### src/amc_pkg.sv
// Package for the alignment and machine-check fault unit.
// Assumes one core clock and an AXI4-Lite register bus with 32-bit data.
package amc_pkg;

	// Register byte offsets.
	localparam logic [7:0] REG_CTRL      = 8'h00;
	localparam logic [7:0] REG_STATUS    = 8'h04;
	localparam logic [7:0] REG_MASK      = 8'h08;
	localparam logic [7:0] REG_MC_STATUS = 8'h0c;
	localparam logic [7:0] REG_MC_ADDR   = 8'h10;
	localparam logic [7:0] REG_MC_IP     = 8'h14;

	// Control register fields.
	localparam int CTRL_AM_BIT   = 0;
	localparam int CTRL_MCE_BIT  = 1;
	localparam int CTRL_PIN_BIT  = 2;
	localparam int CTRL_XGP_BIT  = 3;
	localparam logic [3:0] CTRL_RESET = 4'h4;

	// Status register fields, shared with the mask register.
	localparam int ST_AC_BIT   = 0;
	localparam int ST_GP_BIT   = 1;
	localparam int ST_MC_BIT   = 2;
	localparam int ST_SHUT_BIT = 3;
	localparam int ST_W        = 4;
	localparam logic [3:0] MASK_RESET = 4'h0;

	// Machine-check status fields.
	localparam int MCS_IPV_BIT   = 0;
	localparam int MCS_SRC_LSB   = 1;
	localparam int MCS_VALID_BIT = 3;

	// Value pushed with an alignment fault.
	localparam logic [31:0] AC_ERROR_CODE = 32'h0000_0000;

	// AXI response codes.
	localparam logic [1:0] RESP_OKAY   = 2'h0;
	localparam logic [1:0] RESP_SLVERR = 2'h2;

	// Operand kinds presented by address generation.
	typedef enum logic [3:0] {
		OP_BYTE, OP_WORD, OP_DWORD, OP_QWORD, OP_DQWORD, OP_DESC_TBL,
		OP_FPENV, OP_XSTATE, OP_UNALIGNED_DQ, OP_LEGACY_FP
	} amc_op_t;

	// Segment kinds.
	typedef enum logic [1:0] {
		SEG_DATA, SEG_STACK, SEG_CODE, SEG_SYSTEM
	} amc_seg_t;

	localparam logic [1:0] USER_LEVEL = 2'h3;

endpackage

### src/amc_sync.sv
// Two-stage synchroniser for a single level.
// Assumes the input is asynchronous to aclk.
`timescale 1ns/1ps
`default_nettype none
module amc_sync (
	input  wire logic aclk,
	input  wire logic aresetn,
	input  wire logic d,
	output logic      q
);
	logic meta_ff;

	// The first stage is read only by the second stage.
	always_ff @(posedge aclk) begin
		if (!aresetn) begin
			meta_ff <= 1'b0;
			q       <= 1'b0;
		end else begin
			meta_ff <= d;
			q       <= meta_ff;
		end
	end
endmodule
`default_nettype wire

### src/amc_fault_unit.sv
// Alignment fault checker and machine-check abort dispatcher.
// Assumes the pipeline presents one checked access per valid cycle and
// that external error pins are active low and asynchronous.
`timescale 1ns/1ps
`default_nettype none

// How it works
// - Only data and stack segment accesses are checked.
// - Words need even addresses, doublewords multiples of four.
// - Descriptor-table and task register stores need four-byte alignment.
// - Floating-point environment areas need four or two bytes by size.
// - Misaligned 128-bit operands raise protection fault, not alignment fault.
// - Checking needs mask flag, check flag and user privilege together.
// - Implicit supervisor references never raise an alignment fault.
// - Misaligned descriptor-table stores at user level may fault.
// - Extended state block needs 16-byte start; fault kind is selectable.
// - Unaligned 128-bit moves check only 2, 4 and 8 byte alignment.
// - Legacy floating-point save references are checked like others.
// - Alignment fault suppresses the instruction and keeps its pointer.
// - Internal errors, bus errors and external reports raise the abort.
// - Enabled error pins load error details and raise the abort.
// - The abort pushes no error code; details go to registers.
// - Saved pointer matches the error only when pointer-valid is set.
// - The abort always changes program state; not restartable.
// - Without the enable flag a machine check enters shutdown.
module amc_fault_unit (
	input  wire logic                  aclk,
	input  wire logic                  aresetn,
	// Access check port from address generation.
	input  wire logic                  acc_valid,
	input  wire logic [31:0]           acc_addr,
	input  wire logic [31:0]           acc_ip,
	input  wire amc_pkg::amc_op_t      acc_op,
	input  wire amc_pkg::amc_seg_t     acc_seg,
	input  wire logic                  acc_op32,
	input  wire logic                  acc_implicit,
	input  wire logic [1:0]            current_privilege_level,
	input  wire logic                  alignment_check_flag,
	// Internal error sources.
	input  wire logic                  int_machine_err,
	input  wire logic                  int_bus_err,
	input  wire logic                  int_err_ipv,
	// External error pins, active low.
	input  wire logic                  bus_init_error_pin_n,
	input  wire logic                  machine_check_error_pin_n,
	// Fault outputs to the pipeline.
	output logic                       alignment_fault,
	output logic                       general_protection_fault,
	output logic                       suppress_commit,
	output logic [31:0]                fault_error_code,
	output logic                       fault_has_code,
	output logic [31:0]                fault_ip,
	output logic                       machine_check_abort,
	output logic                       abort_not_restartable,
	output logic                       shutdown,
	output logic                       irq,
	// AXI4-Lite slave.
	input  wire logic [7:0]            s_axi_awaddr,
	input  wire logic                  s_axi_awvalid,
	output logic                       s_axi_awready,
	input  wire logic [31:0]           s_axi_wdata,
	input  wire logic [3:0]            s_axi_wstrb,
	input  wire logic                  s_axi_wvalid,
	output logic                       s_axi_wready,
	output logic [1:0]                 s_axi_bresp,
	output logic                       s_axi_bvalid,
	input  wire logic                  s_axi_bready,
	input  wire logic [7:0]            s_axi_araddr,
	input  wire logic                  s_axi_arvalid,
	output logic                       s_axi_arready,
	output logic [31:0]                s_axi_rdata,
	output logic [1:0]                 s_axi_rresp,
	output logic                       s_axi_rvalid,
	input  wire logic                  s_axi_rready
);
	logic [3:0]  ctrl_ff;
	logic [3:0]  status_ff;
	logic [3:0]  mask_ff;
	logic [3:0]  mc_status_ff;
	logic [31:0] mc_addr_ff;
	logic [31:0] mc_ip_ff;
	logic        aw_ff;
	logic        w_ff;
	logic [7:0]  awaddr_ff;
	logic [31:0] wdata_ff;
	logic        busy_ff;
	logic [31:0] last_addr_ff;
	logic [31:0] last_ip_ff;
	logic        bus_init_error_pin_s;
	logic        machine_check_error_pin_s;
	logic        bus_init_error_pin_q_ff;
	logic        machine_check_error_pin_q_ff;

	amc_sync u_sync_bus_init_error_pin (
		.aclk    (aclk),
		.aresetn (aresetn),
		.d       (~bus_init_error_pin_n),
		.q       (bus_init_error_pin_s)
	);

	amc_sync u_sync_machine_check_error_pin (
		.aclk    (aclk),
		.aresetn (aresetn),
		.d       (~machine_check_error_pin_n),
		.q       (machine_check_error_pin_s)
	);

	// Alignment check enable and operand classification.
	wire check_on   = ctrl_ff[amc_pkg::CTRL_AM_BIT] & alignment_check_flag &
	                  (current_privilege_level == amc_pkg::USER_LEVEL) &
	                  ~acc_implicit;
	wire seg_ok     = (acc_seg == amc_pkg::SEG_DATA) |
	                  (acc_seg == amc_pkg::SEG_STACK);
	wire mis2       = acc_addr[0];
	wire mis4       = |acc_addr[1:0];
	wire mis8       = |acc_addr[2:0];
	wire mis16      = |acc_addr[3:0];
	wire xgp_sel    = ctrl_ff[amc_pkg::CTRL_XGP_BIT];

	// Misalignment per operand kind, split into the two fault kinds.
	logic ac_mis;
	logic gp_mis;
	always_comb begin
		ac_mis = 1'b0;
		gp_mis = 1'b0;
		unique case (acc_op)
			amc_pkg::OP_BYTE:         ac_mis = 1'b0;
			amc_pkg::OP_WORD:         ac_mis = mis2;
			amc_pkg::OP_DWORD:        ac_mis = mis4;
			amc_pkg::OP_QWORD:        ac_mis = mis8;
			amc_pkg::OP_DQWORD:       gp_mis = mis16;
			amc_pkg::OP_DESC_TBL:     ac_mis = mis4;
			amc_pkg::OP_FPENV:        ac_mis = acc_op32 ? mis4 : mis2;
			amc_pkg::OP_XSTATE: begin
				ac_mis = mis16 & ~xgp_sel;
				gp_mis = mis16 & xgp_sel;
			end
			amc_pkg::OP_UNALIGNED_DQ: ac_mis = mis8;
			amc_pkg::OP_LEGACY_FP:    ac_mis = acc_op32 ? mis4 : mis2;
			default: begin
				ac_mis = 1'b0;
				gp_mis = 1'b0;
			end
		endcase
	end

	// The 128-bit protection check does not depend on alignment enabling.
	wire ac_hit = acc_valid & seg_ok & check_on & ac_mis;
	wire gp_hit = acc_valid & seg_ok & gp_mis &
	              ((acc_op == amc_pkg::OP_DQWORD) | check_on);

	// Machine-check sources; pins count only while enabled.
	wire pin_en  = ctrl_ff[amc_pkg::CTRL_PIN_BIT];
	wire pin_evt = pin_en & ((bus_init_error_pin_s & ~bus_init_error_pin_q_ff) |
	                         (machine_check_error_pin_s & ~machine_check_error_pin_q_ff));
	wire mc_evt  = int_machine_err | int_bus_err | pin_evt;
	wire mce_on  = ctrl_ff[amc_pkg::CTRL_MCE_BIT];
	wire [1:0] mc_src = int_machine_err ? 2'h1 : (int_bus_err ? 2'h2 : 2'h3);

	// Fault outputs to the pipeline, one cycle after the access.
	always_ff @(posedge aclk) begin
		if (!aresetn) begin
			alignment_fault          <= 1'b0;
			general_protection_fault <= 1'b0;
			suppress_commit          <= 1'b0;
			fault_error_code         <= 32'h0000_0000;
			fault_has_code           <= 1'b0;
			fault_ip                 <= 32'h0000_0000;
			bus_init_error_pin_q_ff               <= 1'b0;
			machine_check_error_pin_q_ff               <= 1'b0;
		end else begin
			bus_init_error_pin_q_ff               <= bus_init_error_pin_s;
			machine_check_error_pin_q_ff               <= machine_check_error_pin_s;
			alignment_fault          <= ac_hit & ~gp_hit;
			general_protection_fault <= gp_hit;
			suppress_commit          <= ac_hit | gp_hit;
			fault_error_code         <= amc_pkg::AC_ERROR_CODE;
			fault_has_code           <= (ac_hit | gp_hit) & ~mc_evt;
			fault_ip                 <= acc_ip;
		end
	end

	// Track the last access pointer to associate with machine checks.
	always_ff @(posedge aclk) begin
		if (!aresetn) begin
			last_addr_ff <= 32'h0000_0000;
			last_ip_ff   <= 32'h0000_0000;
		end else if (acc_valid) begin
			last_addr_ff <= acc_addr;
			last_ip_ff   <= acc_ip;
		end
	end

	// Abort and shutdown; shutdown is sticky until reset.
	always_ff @(posedge aclk) begin
		if (!aresetn) begin
			machine_check_abort   <= 1'b0;
			abort_not_restartable <= 1'b0;
			shutdown              <= 1'b0;
		end else begin
			machine_check_abort   <= mc_evt & mce_on & ~shutdown;
			abort_not_restartable <= mc_evt & mce_on & ~shutdown;
			if (mc_evt & ~mce_on)
				shutdown <= 1'b1;
		end
	end

	// Bus write decode.
	wire wr_go  = aw_ff & w_ff & ~s_axi_bvalid;
	wire wr_ctl = wr_go & (awaddr_ff == amc_pkg::REG_CTRL);
	wire wr_st  = wr_go & (awaddr_ff == amc_pkg::REG_STATUS);
	wire wr_msk = wr_go & (awaddr_ff == amc_pkg::REG_MASK);
	wire wr_mcs = wr_go & (awaddr_ff == amc_pkg::REG_MC_STATUS);
	wire wr_ok  = wr_ctl | wr_st | wr_msk | wr_mcs;
	wire [3:0] st_clr = wr_st ? wdata_ff[3:0] : 4'h0;
	wire [3:0] st_set = {mc_evt & ~mce_on, mc_evt & mce_on, gp_hit,
	                     ac_hit & ~gp_hit};

	// Control, mask and sticky status; a new event wins over a clear.
	always_ff @(posedge aclk) begin
		if (!aresetn) begin
			ctrl_ff   <= amc_pkg::CTRL_RESET;
			mask_ff   <= amc_pkg::MASK_RESET;
			status_ff <= 4'h0;
		end else begin
			if (wr_ctl)
				ctrl_ff <= wdata_ff[3:0];
			if (wr_msk)
				mask_ff <= wdata_ff[3:0];
			status_ff <= (status_ff & ~st_clr) | st_set;
		end
	end

	// Machine-check registers capture each new error, overwriting the previous one.
	always_ff @(posedge aclk) begin
		if (!aresetn) begin
			mc_status_ff <= 4'h0;
			mc_addr_ff   <= 32'h0000_0000;
			mc_ip_ff     <= 32'h0000_0000;
		end else if (mc_evt) begin
			mc_status_ff <= {1'b1, mc_src, int_err_ipv & ~pin_evt};
			mc_addr_ff   <= last_addr_ff;
			mc_ip_ff     <= last_ip_ff;
		end else if (wr_mcs) begin
			mc_status_ff <= wdata_ff[3:0];
		end
	end

	assign irq = |(status_ff & mask_ff);

	// Write channel handshake; address and data in either order.
	assign s_axi_awready = ~aw_ff;
	assign s_axi_wready  = ~w_ff;
	always_ff @(posedge aclk) begin
		if (!aresetn) begin
			aw_ff        <= 1'b0;
			w_ff         <= 1'b0;
			awaddr_ff    <= 8'h00;
			wdata_ff     <= 32'h0000_0000;
			s_axi_bvalid <= 1'b0;
			s_axi_bresp  <= amc_pkg::RESP_OKAY;
		end else begin
			if (s_axi_awvalid & ~aw_ff) begin
				aw_ff     <= 1'b1;
				awaddr_ff <= s_axi_awaddr;
			end
			if (s_axi_wvalid & ~w_ff) begin
				w_ff     <= 1'b1;
				wdata_ff <= s_axi_wdata;
			end
			if (wr_go) begin
				aw_ff        <= 1'b0;
				w_ff         <= 1'b0;
				s_axi_bvalid <= 1'b1;
				s_axi_bresp  <= wr_ok ? amc_pkg::RESP_OKAY :
				                        amc_pkg::RESP_SLVERR;
			end else if (s_axi_bvalid & s_axi_bready) begin
				s_axi_bvalid <= 1'b0;
			end
		end
	end

	// Read decode; unmapped addresses answer with a slave error.
	logic [31:0] rd_mux;
	logic        rd_ok;
	always_comb begin
		rd_mux = 32'h0000_0000;
		rd_ok  = 1'b1;
		unique case (s_axi_araddr)
			amc_pkg::REG_CTRL:      rd_mux = {28'h0, ctrl_ff};
			amc_pkg::REG_STATUS:    rd_mux = {28'h0, status_ff};
			amc_pkg::REG_MASK:      rd_mux = {28'h0, mask_ff};
			amc_pkg::REG_MC_STATUS: rd_mux = {28'h0, mc_status_ff};
			amc_pkg::REG_MC_ADDR:   rd_mux = mc_addr_ff;
			amc_pkg::REG_MC_IP:     rd_mux = mc_ip_ff;
			default:                rd_ok  = 1'b0;
		endcase
	end

	assign s_axi_arready = ~busy_ff;
	always_ff @(posedge aclk) begin
		if (!aresetn) begin
			busy_ff      <= 1'b0;
			s_axi_rvalid <= 1'b0;
			s_axi_rdata  <= 32'h0000_0000;
			s_axi_rresp  <= amc_pkg::RESP_OKAY;
		end else if (s_axi_arvalid & ~busy_ff) begin
			busy_ff      <= 1'b1;
			s_axi_rvalid <= 1'b1;
			s_axi_rdata  <= rd_mux;
			s_axi_rresp  <= rd_ok ? amc_pkg::RESP_OKAY : amc_pkg::RESP_SLVERR;
		end else if (s_axi_rvalid & s_axi_rready) begin
			busy_ff      <= 1'b0;
			s_axi_rvalid <= 1'b0;
		end
	end

	// A misaligned user word access in a data segment must produce the fault with zero code.
	chk_ac_raise: assert property (@(posedge aclk) disable iff (!aresetn)
		acc_valid && acc_op == amc_pkg::OP_WORD && acc_addr[0] &&
		acc_seg == amc_pkg::SEG_DATA && check_on
		|=> alignment_fault && fault_error_code == 32'h0)
		else $error("misaligned word did not fault");

	chk_code_seg: assert property (@(posedge aclk) disable iff (!aresetn)
		acc_valid && acc_seg == amc_pkg::SEG_CODE |=> !alignment_fault)
		else $error("code segment access faulted");

	chk_priv_gate: assert property (@(posedge aclk) disable iff (!aresetn)
		current_privilege_level != 2'h3 |=> !alignment_fault)
		else $error("fault outside user level");

	chk_implicit_ref: assert property (@(posedge aclk) disable iff (!aresetn)
		acc_implicit |=> !alignment_fault)
		else $error("implicit reference faulted");

	chk_dq_gp: assert property (@(posedge aclk) disable iff (!aresetn)
		acc_valid && acc_op == amc_pkg::OP_DQWORD && acc_addr[3:0] != 4'h0 &&
		seg_ok |=> general_protection_fault && !alignment_fault)
		else $error("128-bit misalignment missed protection fault");

	chk_udq_nogp: assert property (@(posedge aclk) disable iff (!aresetn)
		acc_valid && acc_op == amc_pkg::OP_UNALIGNED_DQ
		|=> !general_protection_fault)
		else $error("unaligned move raised protection fault");

	chk_fault_ip: assert property (@(posedge aclk) disable iff (!aresetn)
		ac_hit |=> suppress_commit && fault_ip == $past(acc_ip))
		else $error("fault pointer or suppression wrong");

	chk_mc_abort: assert property (@(posedge aclk) disable iff (!aresetn)
		mc_evt && mce_on && !shutdown |=> machine_check_abort &&
		!fault_has_code && mc_status_ff[amc_pkg::MCS_VALID_BIT])
		else $error("machine check not dispatched");

	chk_mc_shut: assert property (@(posedge aclk) disable iff (!aresetn)
		mc_evt && !mce_on |=> shutdown && !machine_check_abort)
		else $error("disabled machine check did not shut down");

	chk_pin_load: assert property (@(posedge aclk) disable iff (!aresetn)
		$fell(machine_check_error_pin_n) && pin_en && mce_on && !shutdown &&
		!int_machine_err && !int_bus_err
		|-> ##[3:4] machine_check_abort)
		else $error("error pin did not raise abort");

endmodule
`default_nettype wire

### config.mk
export PLATFORM = sky130hd
export DESIGN_NAME = amc_fault_unit
export DESIGN_NICKNAME = d
export VERILOG_FILES = /design/src/amc_pkg.sv /design/src/amc_sync.sv /design/src/amc_fault_unit.sv
export SDC_FILE = /design/constraint.sdc
export NUM_CORES = 1
export LEC_CHECK = 0
export BUFFER_PORTS_ARGS = -buffer_cell sky130_fd_sc_hd__clkbuf_2
export CAP_MARGIN = 40
export CORE_MARGIN = 8
export CORE_UTILIZATION = 47
export CTS_CLUSTER_SIZE = 30
export DETAILED_ROUTE_END_ITERATION = 10
export HOLD_SLACK_MARGIN = 0.12
export PLACE_DENSITY = 0.85
export REMOVE_ABC_BUFFERS = 1
export SYNTH_ARGS = -nofsm -noshare
export SYNTH_HDL_FRONTEND = slang
export SYNTH_SLANG_ARGS = --single-unit
### constraint.sdc
create_clock -name aclk -period 3.3 [get_ports aclk]
set_input_delay 0.495 -clock aclk [delete_from_list [all_inputs] [get_ports aclk]]
set_output_delay 0.495 -clock aclk [all_outputs]
set_load 0.02 [all_outputs]
==> impl_metrics.tcl, run 1 <==
set metrics [dict create \
    die_area_um2 24980 \
    timing.fmax_ghz 0.5604 \
    muxShareOfSynthArea_pct 12.98 \
    endpoint_kind "flop" \
    max_cap_viol_count 0 \
    synth_flop_cell "sky130_fd_sc_hd__dfxtp_1" \
    wirelength_um 21380 \
    layout_common_cells "sky130_fd_sc_hd__dfxtp_1 (238), sky130_fd_sc_hd__clkbuf_2 (183), sky130_fd_sc_hd__nand2_1 (174)" \
    final-hold-violation-count 0 \
    power.total_mw 6.603 \
    critPathLaunchType "flop" \
    yosys.area.top_type "sky130_fd_sc_hd__dfxtp_1" \
    final_design_area_no_fill_um2 11390 \
    remaining_overflow_grt 0 \
    placedCellCount 1390 \
    final_min_period_over_clock_period_pct 54.07 \
    worst_ep_arrival_time_ns 2.21 \
    die_w_um 158.1 \
    via_count 6892 \
    clkSlewWorstSetupHoldPaths_ns 0.06 \
    wl_per_cell_um 14.89 \
    antenna_violations_before_repair 1 \
    dp.final_hpwl_um 14910 \
    timing.clock.skew_ns 0.01408 \
    tritoncts "done" \
    netlist_area_um2 9484 \
    synthXorXnorAreaFrac_pct 0 \
    synthesized_area_divided_by_synthesized_cell_count_um2 9.619 \
    placement.io_buffers 185 \
    drc_errors 0 \
    place_area_um2 10490 \
    holdCritPathClass "in2reg" \
    grt_usage_pct 16.52 \
    std_cell_rows 52 \
    run_status "finished clean" \
    ys_seq_area_share_pct 50.24 \
    cts_hold_repair.buffers 1 \
    powerDensity_nw_per_um2 579.6 \
    io_pins 253 \
    synth_top_cells_by_area "sky130_fd_sc_hd__dfxtp_1 (50%), sky130_fd_sc_hd__mux2i_1 (13%), sky130_fd_sc_hd__nand2_1 (6.9%)" \
    yosys.area_share.adder_pct 0 \
    layout.cells.non_filler 1436 \
    first_global_vias 6993 \
    yosys_register_bits 238 \
    number_of_clock_sinks 238 \
    cts-root-buf "sky130_fd_sc_hd__clkbuf_16" \
    cp.required_ns 3.73 \
    clock_latency_ns 0.51 \
    firstDrtPassIters 4 \
    route.antenna.remaining_nets 0 \
    unrepaired_setup_endpoints_after_global_routing "no" \
    synth_enable_flop_cells 0 \
    worst-setup-path-type "reg2reg" \
    timing.final.crit_period_ns 1.784 \
    fin_tns_setup_ns 0 \
    synth.lib_cells_used.distinct 48 \
    synth_async_sr_flop_share_pct 0 \
    slew-limit-headroom_pct 41.82 \
    wire_length_of_the_first_global_routing_pass_um 33910 \
    final-setup-viol-count 0 \
    post_cts_buffers 0 \
    r2r-start "bus_init_error_pin_q_ff$_SDFF_PN0_" \
    number_of_nets_in_the_layout 1288 \
    synthesis.yosys.warnings 0 \
    start_util_pct 47.33 \
    postCtsResizedCells 0 \
    synth_simple_gate_area_share_pct 20.86 \
    timing_worst_slew_pin_value_ns 0.8709 \
    hold_path.startpoint "bus_init_error_pin_n" \
    drtIter0Drc 241 \
    crit_path_max_fanout 30 \
    n_antenna_cell 0 \
    drv_slew 0 \
    grt_max_degree 79 \
    cts_max_path_buffers 3 \
    ir_drop_mv 0.4138 \
    combinational_family_with_the_most_area_after_synthesis "simple AND/OR/NAND/NOR gates" \
    critical_path_startpoint "bus_init_error_pin_q_ff$_SDFF_PN0_" \
    tritoncts.num_buffers 25 \
    postSynthCellCount 986 \
    route.detailed.vias_per_inst 4.799 \
    synthDominantCellAreaShare_pct 50.24 \
    ctsHtreeMaxLevel 1 \
    power_leakage_nw 5.038 \
    core_region_area_um2 20040 \
    drive_above_1_share_pct 21.18 \
    die_h_um 158.1 \
    gp_congestion 0.8298 \
    synth_compound_area_share_pct 9.921 \
    area_growth_pct 20.13 \
    most_common_library_cell_in_the_layout_ignoring_fill_and_taps "sky130_fd_sc_hd__dfxtp_1" \
]
stage by stage:
| step | hold WS (ns) | utilization, % | worst slack [ns] |
|---|---|---|---|
| global placement | 0.4166 | 52.12 | 0.9873 |
| detailed placement | 0.4223 | 52.36 | 1.108 |
| floorplan | 0.4118 | - | 0.3972 |
| finish | 0.1399 | 56.86 | 1.516 |
| global route | 0.1303 | 56.86 | 1.338 |
| CTS | 0.1212 | 56.86 | 1.482 |
kinds of logic after synthesis:
kind of cell	Yosys count
AND/OR/NAND/NOR	383
flip-flops	238
AO/OA/AOI/OAI	139
multiplexers	123
buffers and inverters	102
other	1
synth_stat cells (2+ instances only):
| master | number |
|---|---|
| sky130_fd_sc_hd__nor3_1 | 4 |
| sky130_fd_sc_hd__dfxtp_1 | 238 |
| sky130_fd_sc_hd__nand2_1 | 175 |
| sky130_fd_sc_hd__nor3b_1 | 3 |
| sky130_fd_sc_hd__nand3_1 | 2 |
| sky130_fd_sc_hd__o21a_1 | 3 |
| sky130_fd_sc_hd__mux2i_1 | 123 |
| sky130_fd_sc_hd__a22oi_1 | 7 |
| sky130_fd_sc_hd__o21ai_0 | 42 |
| sky130_fd_sc_hd__buf_6 | 3 |
| sky130_fd_sc_hd__nor2_1 | 14 |
| sky130_fd_sc_hd__buf_2 | 19 |
| sky130_fd_sc_hd__a21boi_0 | 31 |
| sky130_fd_sc_hd__nand3b_1 | 2 |
| sky130_fd_sc_hd__and2_1 | 66 |
| sky130_fd_sc_hd__nand4_1 | 2 |
| sky130_fd_sc_hd__clkbuf_1 | 34 |
| sky130_fd_sc_hd__buf_1 | 3 |
| sky130_fd_sc_hd__a21oi_1 | 5 |
| sky130_fd_sc_hd__a21boi_1 | 39 |
| sky130_fd_sc_hd__nor2b_1 | 96 |
| sky130_fd_sc_hd__nand2b_1 | 5 |
| sky130_fd_sc_hd__inv_1 | 6 |
| sky130_fd_sc_hd__or3_1 | 2 |
| sky130_fd_sc_hd__buf_4 | 36 |
| sky130_fd_sc_hd__a211oi_1 | 2 |
| sky130_fd_sc_hd__and3b_1 | 3 |
flip-flops by register name, summed over array words and instances, names as in the netlist, 4 cells and up:
name	count
fault_ip	32
mc_status_ff	4
s_axi_rdata	32
last_addr_ff	32
status_ff	4
mc_addr_ff	32
ctrl_ff	4
last_ip_ff	32
wdata_ff	4
mc_ip_ff	32
awaddr_ff	8
mask_ff	4
path summary, 6_finish.rpt:
| check | endpoint | depth (start not counted) | slack (ns) |
|---|---|---|---|
| max | mc_ip_ff[8]$_SDFFE_PN0N_ | 7 | 1.52 |
| min reg2reg | u_sync_bus_init_error_pin.q$_SDFF_PN0_ | 1 | 0.44 |
| max reg2reg | mc_ip_ff[8]$_SDFFE_PN0N_ | 7 | 1.52 |
| min | u_sync_bus_init_error_pin.meta_ff$_SDFF_PN0_ | 2 | 0.14 |
worst max-delay path: stages (launching register included):
cell                       delay, ns
sky130_fd_sc_hd__dfxtp_1        0.29
sky130_fd_sc_hd__nand2b_1       0.14
sky130_fd_sc_hd__a21boi_2       0.27
sky130_fd_sc_hd__nand2b_2       0.34
sky130_fd_sc_hd__buf_12         0.23
sky130_fd_sc_hd__buf_4          0.20
sky130_fd_sc_hd__nand2_1        0.06
sky130_fd_sc_hd__a21boi_0       0.15
where the power goes:
group	switching (mW)	internal, mW
combinational	0.319	0.236
clock	1.11	1.88
sequential	0.0651	3.00
total	1.49	5.11
layer usage:
layer  wire length, um  global-route usage [%]
met1              8866                   19.27
met2             10530                   29.79
met3              1654                   3.877
met4               316                   4.311
met5                 9                       0
area by class of cell:
type / count / area, um^2
fillers: 1806 / 8646
well taps: 270 / 337.8
repair buffers: 198 / 1089
flip-flops and latches: 238 / 4765
inverters: 6 / 22.52
clock inverters: 8 / 140.1
multi-input cells: 679 / 4289
clock buffers: 37 / 750.7
Power figures use the tool's default switching activity.
==> inputs of run 2 (changes only) <==
Settings changed: PLACE_DENSITY 0.85 to 0.87.
Clock period 3.3 ns to 1.49 ns, I/O delays scaled along.
==> impl_metrics.tcl, run 2 (synthesis gave the netlist of run 1 again) <==
set metrics [dict create \
    crit_path_max_fanout 3 \
    final-hold-violation-count 0 \
    finalWorstSetupSlack_ns -0.07222 \
    clkSlewWorstSetupHoldPaths_ns 0.06 \
    grt_most_used_layer "met2" \
    die_h_um 158.1 \
    cp_num_buf_inv 1 \
    finish.utilization_pct 63.25 \
    grtUsageMet2_pct 34.43 \
    final-setup-viol-count 14 \
    cp.required_ns 1.91 \
    timing.final.crit_period_ns 1.562 \
    endpoint_kind "flop" \
    wirelength_um 25160 \
    run_status "finished with violations" \
    worst_ep_arrival_time_ns 1.98 \
    r2r-start "awaddr_ff[4]$_SDFFE_PN0P_" \
    wl_per_cell_um 16.23 \
    min_to "s_axi_rdata[1]$_SDFFE_PN0P_" \
    remaining_overflow_grt 0 \
    grt_max_degree 142 \
    area_growth_pct 33.64 \
    number_of_clock_sinks 238 \
    tritoncts.num_buffers 25 \
    worst-setup-path-type "reg2reg" \
    die_w_um 158.1 \
    worst_path_dominant_cell_family "simple AND/OR/NAND/NOR gates" \
    timing.fmax_ghz 0.6401 \
    drive_above_1_share_pct 23.46 \
    placement.io_buffers 185 \
    first_global_vias 7739 \
    holdPathStages 4 \
    clock_latency_ns 0.50 \
    drc_errors 0 \
    route.detailed.vias_per_inst 4.877 \
    slowest_delay_ns 0.33 \
    std_cell_rows 52 \
    cell_breakdown_of_the_critical_path "nor4_4 -> and3_4 -> nand3_4 -> buf_6 -> mux2i_1 -> a211oi_1" \
    cts_max_path_buffers 3 \
    worst-r2r-setup-slack_ns -0.07 \
    grt_usage_pct 18.64 \
    failed_checks "negative setup slack" \
    drtIter0Drc 346 \
    critPathSlowestCell "sky130_fd_sc_hd__dfxtp_2" \
    route.antenna.remaining_nets 0 \
    power.total_mw 14.62 \
    io_pins 253 \
    ff2ff_path_depth 6 \
    whs_ns 0.1554 \
    core_region_area_um2 20040 \
    crit-reg2reg-capture "mc_status_ff[0]$_SDFFE_PN0P_" \
    layout_common_cells "sky130_fd_sc_hd__dfxtp_1 (232), sky130_fd_sc_hd__clkbuf_2 (182), sky130_fd_sc_hd__nand2_1 (168)" \
    dp.final_hpwl_um 14760 \
    antenna_violations_before_repair 1 \
    grt.met3_usage_pct 3.931 \
    final_min_period_over_clock_period_pct 104.8 \
    met1_usage_pct 20.65 \
    unrepaired_setup_endpoints_after_global_routing "yes" \
    powerDensity_nw_per_um2 1153 \
    most_common_library_cell_in_the_layout_ignoring_fill_and_taps "sky130_fd_sc_hd__dfxtp_1" \
    via_count 7560 \
    drv_slew 0 \
    timing.clock.skew_ns 0.006807 \
    start_util_pct 47.33 \
    hold_path.startpoint "s_axi_araddr[4]" \
    power_leakage_nw 5.626 \
    tritoncts "done" \
    max_cap_viol_count 0 \
    firstDrtPassIters 5 \
    critPathLaunchType "flop" \
    die_area_um2 24980 \
    ctsHtreeMaxLevel 1 \
    wire_length_of_the_first_global_routing_pass_um 37880 \
    ir_drop_mv 0.8437 \
    holdCritPathClass "in2reg" \
    gp_congestion 0.8307 \
    cts-root-buf "sky130_fd_sc_hd__clkbuf_16" \
    number_of_nets_in_the_layout 1404 \
]
[run 2: changes by cell type in the layout (fill, tap and decap cells not counted), sizes merged]
| cell | before | now |
|---|---|---|
| diode | 0 | 1 |
| dlygate4sd3 | 1 | 87 |
| clkinv | 4 | 3 |
| clkbuf | 220 | 221 |
| bufinv | 4 | 3 |
| buf | 14 | 42 |
[run 2: area by class of cell]
type | count | area (um^2)
Antenna cell | 1 | 2.502
Clock buffer | 36 | 716.9
Clock inverter | 6 | 105.1
Fill cell | 1580 | 7365
Inverter | 6 | 22.52
Multi-Input combinational cell | 679 | 4404
Sequential cell | 238 | 4775
Tap cell | 270 | 337.8
Timing Repair Buffer | 314 | 2311
[run 2: worst max-delay path by stage]
| stage | end | from | cells after the start |
|---|---|---|---|
| final | mc_status_ff[0]$_SDFFE_PN0P_ | awaddr_ff[4]$_SDFFE_PN0P_ | 6 |
| after global routing | status_ff[3]$_SDFF_PN0_ | awaddr_ff[4]$_SDFFE_PN0P_ | 6 |
| after CTS | mc_status_ff[0]$_SDFFE_PN0P_ | awaddr_ff[4]$_SDFFE_PN0P_ | 6 |
| after detailed placement | ctrl_ff[2]$_SDFFE_PN1P_ | awaddr_ff[7]$_SDFFE_PN0P_ | 5 |
| after global placement | ctrl_ff[2]$_SDFFE_PN1P_ | awaddr_ff[7]$_SDFFE_PN0P_ | 5 |
| after floorplan | status_ff[3]$_SDFF_PN0_ | ctrl_ff[2]$_SDFFE_PN1P_ | 4 |
[run 2: worst reg2reg max path, delay by kind of cell (launching register included)]
kind	cells	cell delay [ns]
AO/OA/AOI/OAI	1	0.21
buffers and inverters	1	0.15
flip-flops	1	0.33
multiplexers	1	0.12
AND/OR/NAND/NOR	3	0.67
[run 2: metrics by stage]
step	setup TNS (ns)	area, um^2	cells	worst slack (ns)
final	-0.4670	12670	1550	-0.07222
after CTS	-0.6820	12390	1536	-0.06733
after floorplan	-105.92	9065	923	-1.342
after global placement	-0.6828	10650	1405	-0.04569
after global routing	-2.627	12670	1550	-0.1333
after detailed placement	-1.987	10650	1405	-0.1209
[run 2: what timing repair did]
action,4_1_cts,5_1_grt
buffers inserted,2,8
endpoints found under the setup margin,37,112
hold endpoints to repair,117,0
pin swaps,9,12
gates cloned,0,5
gates resized for setup,12,67
hold buffers,87,0
[run 2: layer usage]
layer	vias to the layer above	wire [um]	share of wire, %
li1	3746	-	-
met4	0	730	2.9
met5	-	0	0
met1	3548	10060	40
met2	211	12750	51
met3	55	1619	6.4
[run 2: where the power goes]
group          switching, mW  total, mW  internal (mW)
Combinational          0.824       1.59          0.771
Clock                   2.40       6.23           3.83
Sequential             0.153       6.79           6.64
Total                   3.38       14.6           11.2
==> inputs of run 3 (changes only) <==
Settings changed: CORE_ASPECT_RATIO set to 1.5, PLACE_DENSITY 0.87 to 0.85.
Clock period 1.49 ns to 1.5 ns, I/O delays scaled along.
==> impl_metrics.tcl, run 3 (synthesis gave the netlist of run 1 again) <==
set metrics [dict create \
    antenna_violations_before_repair 0 \
    timing.final.crit_period_ns 1.645 \
    first_global_vias 8111 \
    remaining_overflow_grt 0 \
    whs_ns 0.2119 \
    final-setup-viol-count 14 \
    cp_num_buf_inv 0 \
    critPathSlowestCell "sky130_fd_sc_hd__dfxtp_2" \
    unrepaired_setup_endpoints_after_global_routing "yes" \
    ir_drop_mv 0.9285 \
    tritoncts "done" \
    via_count 7830 \
    crit_path_max_fanout 4 \
    powerDensity_nw_per_um2 1166 \
    number_of_clock_sinks 238 \
    die_area_um2 25070 \
    power.total_mw 15.00 \
    placement.io_buffers 185 \
    layout.cells.non_filler 1543 \
    timing.fmax_ghz 0.6079 \
    route.detailed.vias_per_inst 5.075 \
    cts_max_path_buffers 3 \
    area_growth_pct 35.66 \
    crit-reg2reg-capture "mask_ff[3]$_SDFFE_PN0P_" \
    cell_breakdown_of_the_critical_path "nor4_4 -> and3_4 -> nand3b_1 -> mux2i_1 -> nor2b_1" \
    firstDrtPassIters 5 \
    cts-root-buf "sky130_fd_sc_hd__clkbuf_16" \
    grt_max_degree 148 \
    route.antenna.remaining_nets 0 \
    ff2ff_path_depth 5 \
    wirelength_um 27960 \
    grt_usage_pct 19.56 \
    max_cap_viol_count 0 \
    endpoint_kind "flop" \
    finish.utilization_pct 65.03 \
    clock_latency_ns 0.50 \
    fin_tns_setup_ns -0.5297 \
    dp.final_hpwl_um 15930 \
    gp_congestion 0.8645 \
    ctsHtreeMaxLevel 1 \
    worst-setup-path-type "reg2reg" \
    worst_ep_arrival_time_ns 2.02 \
    final-hold-violation-count 0 \
    timing.clock.skew_ns 0.01540 \
    cp.required_ns 1.88 \
    worst-r2r-setup-slack_ns -0.14 \
    n_antenna_cell 0 \
    clkSlewWorstSetupHoldPaths_ns 0.07 \
    timing.critical_path.to "mask_ff[3]$_SDFFE_PN0P_" \
    drv_slew 0 \
    start_util_pct 47.94 \
    failed_checks "negative setup slack" \
    placedCellCount 1400 \
    final_design_area_no_fill_um2 12870 \
    die_h_um 190.0 \
    holdCritPathClass "in2reg" \
    dp_slack_ns -0.09726 \
    finalWorstSetupSlack_ns -0.1450 \
    core_region_area_um2 19790 \
    worst_path_dominant_cell_family "simple AND/OR/NAND/NOR gates" \
    run_status "finished with violations" \
    power_leakage_nw 5.692 \
    io_pins 253 \
    number_of_nets_in_the_layout 1407 \
    most_common_library_cell_in_the_layout_ignoring_fill_and_taps "sky130_fd_sc_hd__dfxtp_1" \
    slowest_delay_ns 0.33 \
    sequential_cell_area_um2 4776 \
    final_min_period_over_clock_period_pct 109.7 \
    multiInputGateArea_um2 4417 \
    drc_errors 0 \
    crit_cells 5 \
    wire_length_of_the_first_global_routing_pass_um 40370 \
    wl_per_cell_um 18.12 \
    std_cell_rows 63 \
    die_w_um 132.0 \
    drtIter0Drc 487 \
    r2r-start "awaddr_ff[7]$_SDFFE_PN0P_" \
    critPathLaunchType "flop" \
    drive_above_1_share_pct 24.94 \
    fillers 1438 \
    critical_path_startpoint "awaddr_ff[7]$_SDFFE_PN0P_" \
    place_area_um2 10690 \
    tritoncts.num_buffers 23 \
    layout_common_cells "sky130_fd_sc_hd__dfxtp_1 (229), sky130_fd_sc_hd__clkbuf_2 (182), sky130_fd_sc_hd__nand2_1 (171)" \
]
run 3: cell types whose count changed in the layout (fill, tap and decap cells not counted), moves of 4 or more:
cell and delta:
sky130_fd_sc_hd__o21ai_1 -4, sky130_fd_sc_hd__o21ai_0 +4, sky130_fd_sc_hd__clkbuf_1 -5, sky130_fd_sc_hd__nand2_4 -4, sky130_fd_sc_hd__a21boi_0 -9, sky130_fd_sc_hd__a21boi_2 +6
sky130_fd_sc_hd__dfxtp_2 +4
run 3: how the worst min path moves through the flow:
stage | end | from | cells past startpoint
after global placement | u_sync_bus_init_error_pin.meta_ff$_SDFF_PN0_ | bus_init_error_pin_n | 2
after detailed placement | u_sync_bus_init_error_pin.meta_ff$_SDFF_PN0_ | bus_init_error_pin_n | 2
after global routing | s_axi_rdata[3]$_SDFFE_PN0P_ | s_axi_araddr[4] | 5
after CTS | general_protection_fault$_SDFF_PN0_ | acc_op[3] | 4
final | s_axi_rdata[0]$_SDFFE_PN0P_ | s_axi_araddr[4] | 5
after floorplan | ctrl_ff[2]$_SDFFE_PN1P_ | aresetn | 1
run 3: final cells by class:
class                   instances  area share (%)
multi-input cells             679           34.33
flip-flops and latches        238           37.12
well taps                     260           2.528
clock inverters                12           1.702
clock buffers                  29           5.037
repair buffers                319           19.11
inverters                       6          0.1750
run 3: tightest hold or removal path, delay by kind of cell:
kind | cells | cell delay (ns)
and+or+nand+nor | 1 | 0.06
buffers and inverters | 2 | 0.25
AOI/OAI and AO/OA | 2 | 0.13
run 3: per-layer routing:
layer,up-vias,track usage [%],wire [um]
met1,3705,19.52,10370
li1,3751,-,-
met2,290,36.98,14790
met5,-,0,0
met4,0,11.62,1287
met3,84,3.617,1503
run 3: what timing repair did:
item                       CTS  global route
pin swaps                    8            12
buffers inserted             0             6
resized for setup           16            65
setup endpoints to repair   23            58
gates cloned                 0            10
hold buffers                86             0
hold endpoints to repair   117             0
run 3: where the power goes:
group          switching [mW]  leakage [nW]  internal (mW)
Clock                    2.46         0.427           4.10
Combinational           0.873          3.31          0.812
Sequential              0.157          1.95           6.59
